**config.mk**
```make
export PLATFORM = sky130hd
export DESIGN_NAME = dfp_fault_pd_ctrl
export DESIGN_NICKNAME = d
export VERILOG_FILES = /design/src/dfp_pkg.sv /design/src/dfp_fault_pd_ctrl.sv
export VERILOG_INCLUDE_DIRS = /design/src
export SDC_FILE = /design/constraint.sdc
export NUM_CORES = 1
export LEC_CHECK = 0
export ABC_AREA = 1
export BUFFER_PORTS_ARGS = -buffer_cell sky130_fd_sc_hd__buf_2
export CORE_MARGIN = 4
export CORE_UTILIZATION = 55
export CTS_CLUSTER_SIZE = 28
export DETAILED_ROUTE_END_ITERATION = 7
export PLACE_DENSITY_LB_ADDON = 0.05
export SETUP_SLACK_MARGIN = 0.2
export SLEW_MARGIN = 20
export SYNTH_ARGS = -nofsm -noshare
export SYNTH_HDL_FRONTEND = slang
export SYNTH_SLANG_ARGS = --single-unit
```
**constraint.sdc**
```tcl
create_clock -name core_clk -period 1.74 [get_ports core_clk]
set_input_delay 0.087 -clock core_clk [delete_from_list [all_inputs] [get_ports core_clk]]
set_output_delay 0.087 -clock core_clk [all_outputs]
set_load 0.02 [all_outputs]
```
**src/dfp_consts.svh**
```systemverilog
// Constants for the converter fault, protection and power-down block.
// Assumes inclusion by the package, the top module and the bench only.
//
// Summary of operation
// - Status byte heads every echoed word
// - Status refreshed each frame, shown next frame
// - Cleared fault shows cleared next frame
// - Alert pulled low on any fault
// - Alert released at next select rising edge
// - Bits 0-4 flag per-channel open circuit
// - Overtemp sets bit 5, powers down, alerts
// - Overtemp holds until die cools
// - Bad frame length sets bit 7, ignored
// - Bit 6 reserved, always zero
// - Command 0111 sets protection configuration
// - Open-detect disable masks bits 0-4
// - Thermal disable stops overtemp detection
// - External reference select switches reference
// - Power-down turns drivers off, keeps registers
// - Command 0100 powers down addressed channel
// - Command 0101 powers down chip, reference
// - Power-down commands ignore data field
// - Update wakes a powered-down channel
// - Status byte replaces echoed prefix byte
// - External reference select resets to zero
`ifndef DFP_CONSTS_SVH
`define DFP_CONSTS_SVH

// ----------------------------------------
// Widths
// ----------------------------------------
`define DFP_NCH          5
`define DFP_WORD_W       32
`define DFP_INSTR_W      24
`define DFP_SHORT_LEN    5'h18

// ----------------------------------------
// Command codes
// ----------------------------------------
`define DFP_CMD_UPD_N    4'h1
`define DFP_CMD_WRUPD_N  4'h3
`define DFP_CMD_PD_CH    4'h4
`define DFP_CMD_PD_CHIP  4'h5
`define DFP_CMD_CONFIG   4'h7
`define DFP_CMD_UPD_ALL  4'h9
`define DFP_CMD_WRUPD_AL 4'ha

// ----------------------------------------
// Status byte positions and config data bits
// ----------------------------------------
`define DFP_ST_OT        5
`define DFP_ST_RSV       6
`define DFP_ST_BADLEN    7
`define DFP_CFG_EXTREF   0
`define DFP_CFG_TSDIS    1
`define DFP_CFG_OCDIS    2
`define DFP_CFG_RST      3'h0

`endif

```
**src/dfp_pkg.sv**
```systemverilog
// Types shared by the fault and power-down block.
// Assumes the constants header sits in the include path.
`include "dfp_consts.svh"

package dfp_pkg;

	// Decoded instruction fields
	typedef struct packed {
		logic [3:0]  cmd;
		logic [3:0]  addr;
		logic [15:0] data;
	} dfp_instr_t;

	// Protection configuration
	typedef struct packed {
		logic oc_dis;
		logic ts_dis;
		logic ext_ref;
	} dfp_cfg_t;

	// Serial link phase
	typedef enum logic {
		LINK_IDLE,
		LINK_SHIFT
	} dfp_link_t;

endpackage

```
**src/dfp_fault_pd_ctrl.sv**
```systemverilog
// Fault status, alert pin, protection config and power-down control.
// Assumes a host drives sck, sdi and select_load_n asynchronously and
// that detector inputs are comparator levels from the analog side.
`timescale 1ns/1ps
`include "dfp_consts.svh"

module dfp_fault_pd_ctrl
	import dfp_pkg::*;
(
	input  wire logic                core_clk,       // System clock
	input  wire logic                arst_n,         // Async reset
	input  wire logic                sck,            // Serial clock pin
	input  wire logic                sdi,            // Serial data in pin
	input  wire logic                select_load_n,  // Frame select pin
	input  wire logic [`DFP_NCH-1:0] open_det,       // Dropout comparators
	input  wire logic                overtemp_det,   // Hysteretic temp comparator
	input  wire logic [`DFP_NCH-1:0] toggle_upd,     // Toggle update pulses
	output logic                     sdo_bit,        // Serial data out
	output logic                     sdo_oe,         // Serial out enable
	output logic                     fault_n_drv,    // Alert pin level
	output logic                     fault_n_oe,     // Alert pull-down enable
	output logic [`DFP_NCH-1:0]      chan_off,       // Channel drivers off
	output logic                     ref_pd,         // Reference powered down
	output logic                     ext_ref_sel,    // External reference in use
	output logic [7:0]               fault_status_byte // Live status byte
);

	// ----------------------------------------
	// Decode helpers
	// ----------------------------------------

	// Channel mask from address, none for out-of-range
	function automatic logic [`DFP_NCH-1:0] addr_mask(input logic [3:0] a);
		logic [`DFP_NCH-1:0] m;
		m = '0;
		if (a < 4'(`DFP_NCH)) begin
			m[a[2:0]] = 1'b1;
		end
		return m;
	endfunction

	// Channels that a command updates
	function automatic logic [`DFP_NCH-1:0] upd_mask(input dfp_instr_t i);
		logic [`DFP_NCH-1:0] m;
		m = '0;
		unique case (i.cmd)
			`DFP_CMD_UPD_N, `DFP_CMD_WRUPD_N: begin
				m = addr_mask(i.addr);
			end
			`DFP_CMD_UPD_ALL, `DFP_CMD_WRUPD_AL: begin
				m = '1;
			end
			default: begin
				m = '0;
			end
		endcase
		return m;
	endfunction

	// ----------------------------------------
	// Input synchronisers
	// ----------------------------------------

	logic [2:0]           sck_s_r;    // Sync pair plus edge history
	logic [1:0]           sdi_s_r;    // Sync pair
	logic [2:0]           csn_s_r;    // Sync pair plus edge history
	logic [`DFP_NCH-1:0]  oc_s1_r;    // First stage open detect
	logic [`DFP_NCH-1:0]  oc_s2_r;    // Second stage open detect
	logic [1:0]           ot_s_r;     // Overtemp sync pair

	// Two flops on every outside level
	always_ff @(posedge core_clk or negedge arst_n) begin
		if (!arst_n) begin
			sck_s_r <= 3'h0;
			sdi_s_r <= 2'h0;
			csn_s_r <= 3'h7;
			oc_s1_r <= '0;
			oc_s2_r <= '0;
			ot_s_r  <= 2'h0;
		end else begin
			sck_s_r <= {sck_s_r[1:0], sck};
			sdi_s_r <= {sdi_s_r[0], sdi};
			csn_s_r <= {csn_s_r[1:0], select_load_n};
			oc_s1_r <= open_det;
			oc_s2_r <= oc_s1_r;
			ot_s_r  <= {ot_s_r[0], overtemp_det};
		end
	end

	logic sck_rise;  // Serial clock rising
	logic sck_fall;  // Serial clock falling
	logic csn_fall;  // Frame start
	logic csn_rise;  // Frame end
	assign sck_rise = sck_s_r[1] & ~sck_s_r[2];
	assign sck_fall = ~sck_s_r[1] & sck_s_r[2];
	assign csn_fall = ~csn_s_r[1] & csn_s_r[2];
	assign csn_rise = csn_s_r[1] & ~csn_s_r[2];

	// ----------------------------------------
	// Live status
	// ----------------------------------------

	dfp_cfg_t            cfg_r;        // Protection configuration
	logic                bad_len_r;    // Last frame had bad length
	logic                thermal_act;  // Overtemp in force
	logic [7:0]          status_live;  // Status as it stands now

	// Comparator hysteresis holds the level until cool-down
	assign thermal_act = ot_s_r[1] & ~cfg_r.ts_dis;

	always_comb begin
		status_live                = '0;
		status_live[`DFP_NCH-1:0]  = oc_s2_r & {`DFP_NCH{~cfg_r.oc_dis}};
		status_live[`DFP_ST_OT]    = thermal_act;
		status_live[`DFP_ST_RSV]   = 1'b0;
		status_live[`DFP_ST_BADLEN] = bad_len_r;
	end

	// ----------------------------------------
	// Frame receive
	// ----------------------------------------

	dfp_link_t                link_r;    // Frame phase
	logic [`DFP_INSTR_W-1:0]  in_sr_r;   // Last 24 bits shifted in
	logic [4:0]               cnt_r;     // Bit count modulo 32
	logic                     wrap_r;    // Count reached 32 at least once
	logic                     len_ok;    // Frame length acceptable
	logic                     exec;      // Accepted frame ends now
	logic                     reject;    // Bad frame ends now
	dfp_instr_t               instr;     // Decoded instruction

	assign len_ok = (!wrap_r && cnt_r == `DFP_SHORT_LEN) || (wrap_r && cnt_r == 5'h0);
	assign exec   = csn_rise && link_r == LINK_SHIFT && len_ok;
	assign reject = csn_rise && link_r == LINK_SHIFT && !len_ok;
	assign instr  = in_sr_r;

	// Frame phase follows the select line
	always_ff @(posedge core_clk or negedge arst_n) begin
		if (!arst_n) begin
			link_r <= LINK_IDLE;
		end else begin
			unique case (link_r)
				LINK_IDLE: begin
					if (csn_fall) begin
						link_r <= LINK_SHIFT;
					end
				end
				LINK_SHIFT: begin
					if (csn_rise) begin
						link_r <= LINK_IDLE;
					end
				end
			endcase
		end
	end

	// Input shift and bit counting
	always_ff @(posedge core_clk or negedge arst_n) begin
		if (!arst_n) begin
			in_sr_r <= '0;
			cnt_r   <= 5'h0;
			wrap_r  <= 1'b0;
		end else if (csn_fall) begin
			cnt_r  <= 5'h0;
			wrap_r <= 1'b0;
		end else if (link_r == LINK_SHIFT && sck_rise) begin
			in_sr_r <= {in_sr_r[`DFP_INSTR_W-2:0], sdi_s_r[1]};
			cnt_r   <= cnt_r + 5'h1;
			if (cnt_r == 5'h1f) begin
				wrap_r <= 1'b1;
			end
		end
	end

	// Length flag follows each frame
	always_ff @(posedge core_clk or negedge arst_n) begin
		if (!arst_n) begin
			bad_len_r <= 1'b0;
		end else if (reject) begin
			bad_len_r <= 1'b1;
		end else if (exec) begin
			bad_len_r <= 1'b0;
		end
	end

	// ----------------------------------------
	// Echo output
	// ----------------------------------------

	logic [`DFP_INSTR_W-1:0]  prev_r;    // Last accepted instruction
	logic [`DFP_WORD_W-1:0]   out_sr_r;  // Outgoing word and delay line

	always_ff @(posedge core_clk or negedge arst_n) begin
		if (!arst_n) begin
			prev_r <= '0;
		end else if (exec) begin
			prev_r <= in_sr_r;
		end
	end

	// Status snapshot leads the echoed instruction
	always_ff @(posedge core_clk or negedge arst_n) begin
		if (!arst_n) begin
			out_sr_r <= '0;
			sdo_bit  <= 1'b0;
		end else if (csn_fall) begin
			out_sr_r <= {status_live, prev_r};
			sdo_bit  <= status_live[7];
		end else if (link_r == LINK_SHIFT) begin
			if (sck_rise) begin
				out_sr_r <= {out_sr_r[`DFP_WORD_W-2:0], sdi_s_r[1]};
			end
			if (sck_fall) begin
				sdo_bit <= out_sr_r[`DFP_WORD_W-1];
			end
		end
	end

	// Output released outside frames
	always_ff @(posedge core_clk or negedge arst_n) begin
		if (!arst_n) begin
			sdo_oe <= 1'b0;
		end else begin
			sdo_oe <= csn_fall | (link_r == LINK_SHIFT && !csn_rise);
		end
	end

	// ----------------------------------------
	// Alert pin
	// ----------------------------------------

	logic [5:0] st_prev_r;  // Previous detector flags
	logic       fault_evt;  // New fault this cycle

	assign fault_evt = (|(status_live[5:0] & ~st_prev_r)) | reject;

	always_ff @(posedge core_clk or negedge arst_n) begin
		if (!arst_n) begin
			st_prev_r <= 6'h0;
		end else begin
			st_prev_r <= status_live[5:0];
		end
	end

	// New fault wins over a release in the same cycle
	always_ff @(posedge core_clk or negedge arst_n) begin
		if (!arst_n) begin
			fault_n_oe <= 1'b0;
		end else if (fault_evt) begin
			fault_n_oe <= 1'b1;
		end else if (csn_rise) begin
			fault_n_oe <= 1'b0;
		end
	end

	// Open drain only ever pulls low
	always_ff @(posedge core_clk or negedge arst_n) begin
		if (!arst_n) begin
			fault_n_drv <= 1'b0;
		end else begin
			fault_n_drv <= 1'b0;
		end
	end

	// ----------------------------------------
	// Configuration and power-down
	// ----------------------------------------

	logic [`DFP_NCH-1:0] chan_pd_r;  // Channel power-down state
	logic [`DFP_NCH-1:0] wake;       // Channels updated this cycle

	// Config command, ignored on bad frames
	always_ff @(posedge core_clk or negedge arst_n) begin
		if (!arst_n) begin
			cfg_r <= `DFP_CFG_RST;
		end else if (exec && instr.cmd == `DFP_CMD_CONFIG) begin
			cfg_r.oc_dis  <= instr.data[`DFP_CFG_OCDIS];
			cfg_r.ts_dis  <= instr.data[`DFP_CFG_TSDIS];
			cfg_r.ext_ref <= instr.data[`DFP_CFG_EXTREF];
		end
	end

	// Update commands and toggle events wake channels
	assign wake = toggle_upd | (exec ? upd_mask(instr) : '0);

	// Power-down state, data field never looked at
	always_ff @(posedge core_clk or negedge arst_n) begin
		if (!arst_n) begin
			chan_pd_r <= '0;
			ref_pd    <= 1'b0;
		end else if (thermal_act) begin
			chan_pd_r <= '1;
		end else if (exec && instr.cmd == `DFP_CMD_PD_CH) begin
			chan_pd_r <= chan_pd_r | addr_mask(instr.addr);
		end else if (exec && instr.cmd == `DFP_CMD_PD_CHIP) begin
			chan_pd_r <= '1;
			ref_pd    <= 1'b1;
		end else if (|wake) begin
			chan_pd_r <= chan_pd_r & ~wake;
			ref_pd    <= 1'b0;
		end
	end

	// Drivers off while powered down or overheated
	always_ff @(posedge core_clk or negedge arst_n) begin
		if (!arst_n) begin
			chan_off          <= '0;
			ext_ref_sel       <= 1'b0;
			fault_status_byte <= 8'h0;
		end else begin
			chan_off          <= chan_pd_r | {`DFP_NCH{thermal_act}};
			ext_ref_sel       <= cfg_r.ext_ref;
			fault_status_byte <= status_live;
		end
	end
endmodule

```
==> flow_summary.yaml <==
min_path:
  hold_class: "in2async"
synth:
  yosysSeqAreaShare_pct: 63.4
  yosys_warnings: 0
  syn_avg_cell_area_um2: 9.67
  synth_area_um2: 5260
  synth_cells: 544
  ys_types: 31
  synth-seq-cells: 133
finish:
  fin_cells: 764
  n_antenna_cell: 0
  area_delta_synth_final_pct: 25.9
  fill_cells: 700
  drive_gt1_share_pct: 20.0
  multi_input_area_um2: 1560
  final_cell_area_um2: 6620
  regArea_um2: 3330
  layout.nets: 641
sta:
  fin_hold_ws_ps: 92.7
  max_slew_margin_pct: 66.1
  hold_viol: 0
  period_share_pct: 97.3
  tightest_slew_ps: 508
  slew_viol_final: 0
  fin_crit_ps: 1690
  skew_ps: 8.24
  rsz0062_at_grt: "yes"
  max_freq_mhz: 591
  setup_viol: 0
detailed_routing:
  via_per_inst: 5.17
  drc: 0
  drt_iter0_markers: 218
  wl_per_cell_um: 15.2
  num_vias: 3950
  postRouteAntennaNets: 0
  wl_met3_um: 486
  routed_wirelength_um: 11600
  dr.pass1.iters: 4
  drt-met1-wl_um: 5150
  maxUsedRoutingLayer: "met4"
  wl_met2_um: 5770
grt:
  grt_pass1_wl_um: 19400
  grt_overflow_total: 0
  grt_max_degree: 44
  antenna_found_initial: 0
  first_global_vias: 4067
  track_usage_pct: 21.9
floorplan:
  rows: 35
  die_h_um: 106
  coreArea_um2: 9280
  ioPinCount: 35
  dieArea_um2: 11200
  initial_utilization_pct: 56.6
  die_w_um: 106
placed_design:
  placed_area_um2: 5650
  hpwl_um: 7020
  globalplace.congestion: 0.867
  dp_cells: 703
  port_buffers: 32
clocking:
  cts_sinks: 133
  htree_levels: 4
  numCtsBuffers: 17
  cts_max_path_buffers: 2
  cts.clk_slew.worst_paths_ps: 60
  cts_tree: "built"
  clkLatencyLatePin_ps: 520
  root_buffer: "clkbuf_8"
worst_setup_path:
  r2r_start: "cnt_r[0]"
  end_kind: "flip-flop"
  critPathMaxFanout: 11
  r2r_cells: 14
  cpPeakStageDelay_ps: 390
  critPathKind: "reg2reg"
  crit_top_cell: "nand2_1"
  critPathSlowestCell: "dfrtp_1"
  cp_cell_sequence: "inv_2, ha_1, inv_1, nor2_2, nand3_2, nor2_4, buf_12, inv_2, nor2_4, nor2_1, nand3_1, nand2_1, nand2_1, nand2_1"
  critPathArrivalTime_ps: 2100
  r2r_end: "ref_pd"
  r2r_slack_ps: 50
  start_kind: "flip-flop"
  crit_required_ps: 2150
power_and_ir_drop:
  p_leak_nw: 3.13
  peakVddDrop_v: 0.000836
  powerDensity_nw_per_um2: 1080
outcome:
  status: "finished, final reports clean"
run:
  drv_cap: 0
registers in the layout (all words and copies together), names as in the netlist, 3 cells and up:
name	cells
in_sr_r	24
cfg_r	3
chan_pd_r	5
prev_r	24
oc_s1_r	5
chan_off	5
out_sr_r	32
sck_s_r	3
st_prev_r	5
csn_s_r	3
cnt_r	5
oc_s2_r	5
where the power goes:
group          leakage (nW)  total, mW  internal, mW  switching (mW)
combinational          1.13      0.551         0.204           0.346
sequential             1.73       3.32          3.25          0.0691
clock                 0.265       3.26          1.87            1.39
total                  3.13       7.13          5.32            1.81
cell type report:
| class | count | share of cell area, % |
|---|---|---|
| Sequential cell | 133 | 50.3 |
| Multi-Input combinational cell | 312 | 23.6 |
| Timing Repair Buffer | 79 | 10.7 |
| Clock buffer | 19 | 6.67 |
| Inverter | 79 | 4.63 |
| Tap cell | 129 | 2.44 |
| Clock inverter | 13 | 1.70 |
worst max path at each step:
stage	from	to	slack (ps)	cells past startpoint
2_1_floorplan	cnt_r[0]	ref_pd	180	14
3_3_place_gp	cnt_r[0]	ref_pd	10	12
3_5_place_dp	cnt_r[0]	ref_pd	-120	12
4_1_cts	cnt_r[0]	ref_pd	40	14
5_1_grt	cnt_r[0]	ref_pd	-80	14
6_report	cnt_r[0]	ref_pd	50	14
kinds of logic (layout without fill, tap and decap cells):
family,Yosys count,in the layout,synth area share (%)
DFF,133,133,63.4
and+or+nand+nor,200,200,16.0
AOI/OAI and AO/OA,106,106,11.9
buffers and inverters,100,190,7.76
adders and majority gates,3,3,0.714
other,1,2,0.0713
xor gates and xnor gates,1,1,0.167
synth_stat cells:
cell | n | area share, %
a22oi_1 | 3 | 0.43
inv_1 | 73 | 5.2
clkbuf_1 | 6 | 0.43
nor3_2 | 1 | 0.19
and3_1 | 1 | 0.12
xnor2_1 | 1 | 0.17
ha_1 | 3 | 0.71
or2_2 | 5 | 0.59
nor2_4 | 3 | 0.64
o221ai_1 | 10 | 1.7
nor2_2 | 1 | 0.12
a21oi_1 | 3 | 0.29
dfstp_2 | 3 | 1.5
dfrtp_1 | 130 | 62
o311ai_0 | 1 | 0.17
buf_2 | 11 | 1.0
nor2_1 | 13 | 0.93
o21ai_1 | 8 | 0.76
nor3_1 | 1 | 0.095
inv_2 | 6 | 0.43
conb_1 | 1 | 0.071
o211ai_1 | 16 | 2.3
buf_6 | 1 | 0.21
nand2_1 | 153 | 11
nand3_1 | 19 | 1.8
o32ai_1 | 1 | 0.17
nand4_2 | 2 | 0.48
o21ai_0 | 61 | 5.8
buf_4 | 3 | 0.43
nand2_2 | 1 | 0.12
o22ai_1 | 3 | 0.36
stage by stage:
stage	setup slack [ps]	TNS, ps	total power, mW	util (%)
CTS	43.9	0	7.16	69.1
floorplan	177	0	3.63	-
global route	-81.2	-117	7.45	71.3
detailed placement	-120	-1050	3.85	60.8
global placement	13.7	0	3.83	60.8
finish	47.2	0	7.13	71.3
per-layer routing:
metal | track usage [%] | up-vias
li1 | - | 1897
met1 | 29.2 | 1947
met2 | 36.1 | 92
met3 | 5.33 | 14
met4 | 6.29 | 0
met5 | 0 | -
repair_timing:
action,in CTS,in global routing
resized for setup,12,25
setup buffers,2,9
hold buffers,15,0
gates cloned,0,3
pin swaps,2,4
setup endpoints to repair,47,77
hold endpoints to repair,125,0
cells in the final DEF, fill, tap and decap left out, drive strengths merged:
master | synthesis | layout
o32ai | 1 | 1
clkinvlp | 0 | 3
or2 | 5 | 5
nand4 | 2 | 2
clkbuf | 6 | 22
nand3 | 19 | 19
o21ai | 69 | 69
ha | 3 | 3
o22ai | 3 | 3
a21oi | 3 | 3
dfrtp | 130 | 130
a22oi | 3 | 3
conb | 1 | 2
buf | 15 | 61
o221ai | 10 | 10
inv | 79 | 85
dfstp | 3 | 3
xnor2 | 1 | 1
clkinv | 0 | 4
nand2 | 154 | 154
nor2 | 17 | 17
dlygate4sd3 | 0 | 15
and3 | 1 | 1
o311ai | 1 | 1
o211ai | 16 | 16
nor3 | 2 | 2
worst max-delay path: cells and delay by family (launching register included):
kind	cells	cell delay [ps]
adder cells (fa/ha/maj)	1	140
flip-flops	1	390
buffers and inverters	4	330
AND/OR/NAND/NOR	9	720
Note: power is estimated with default switching activity, not from simulation.
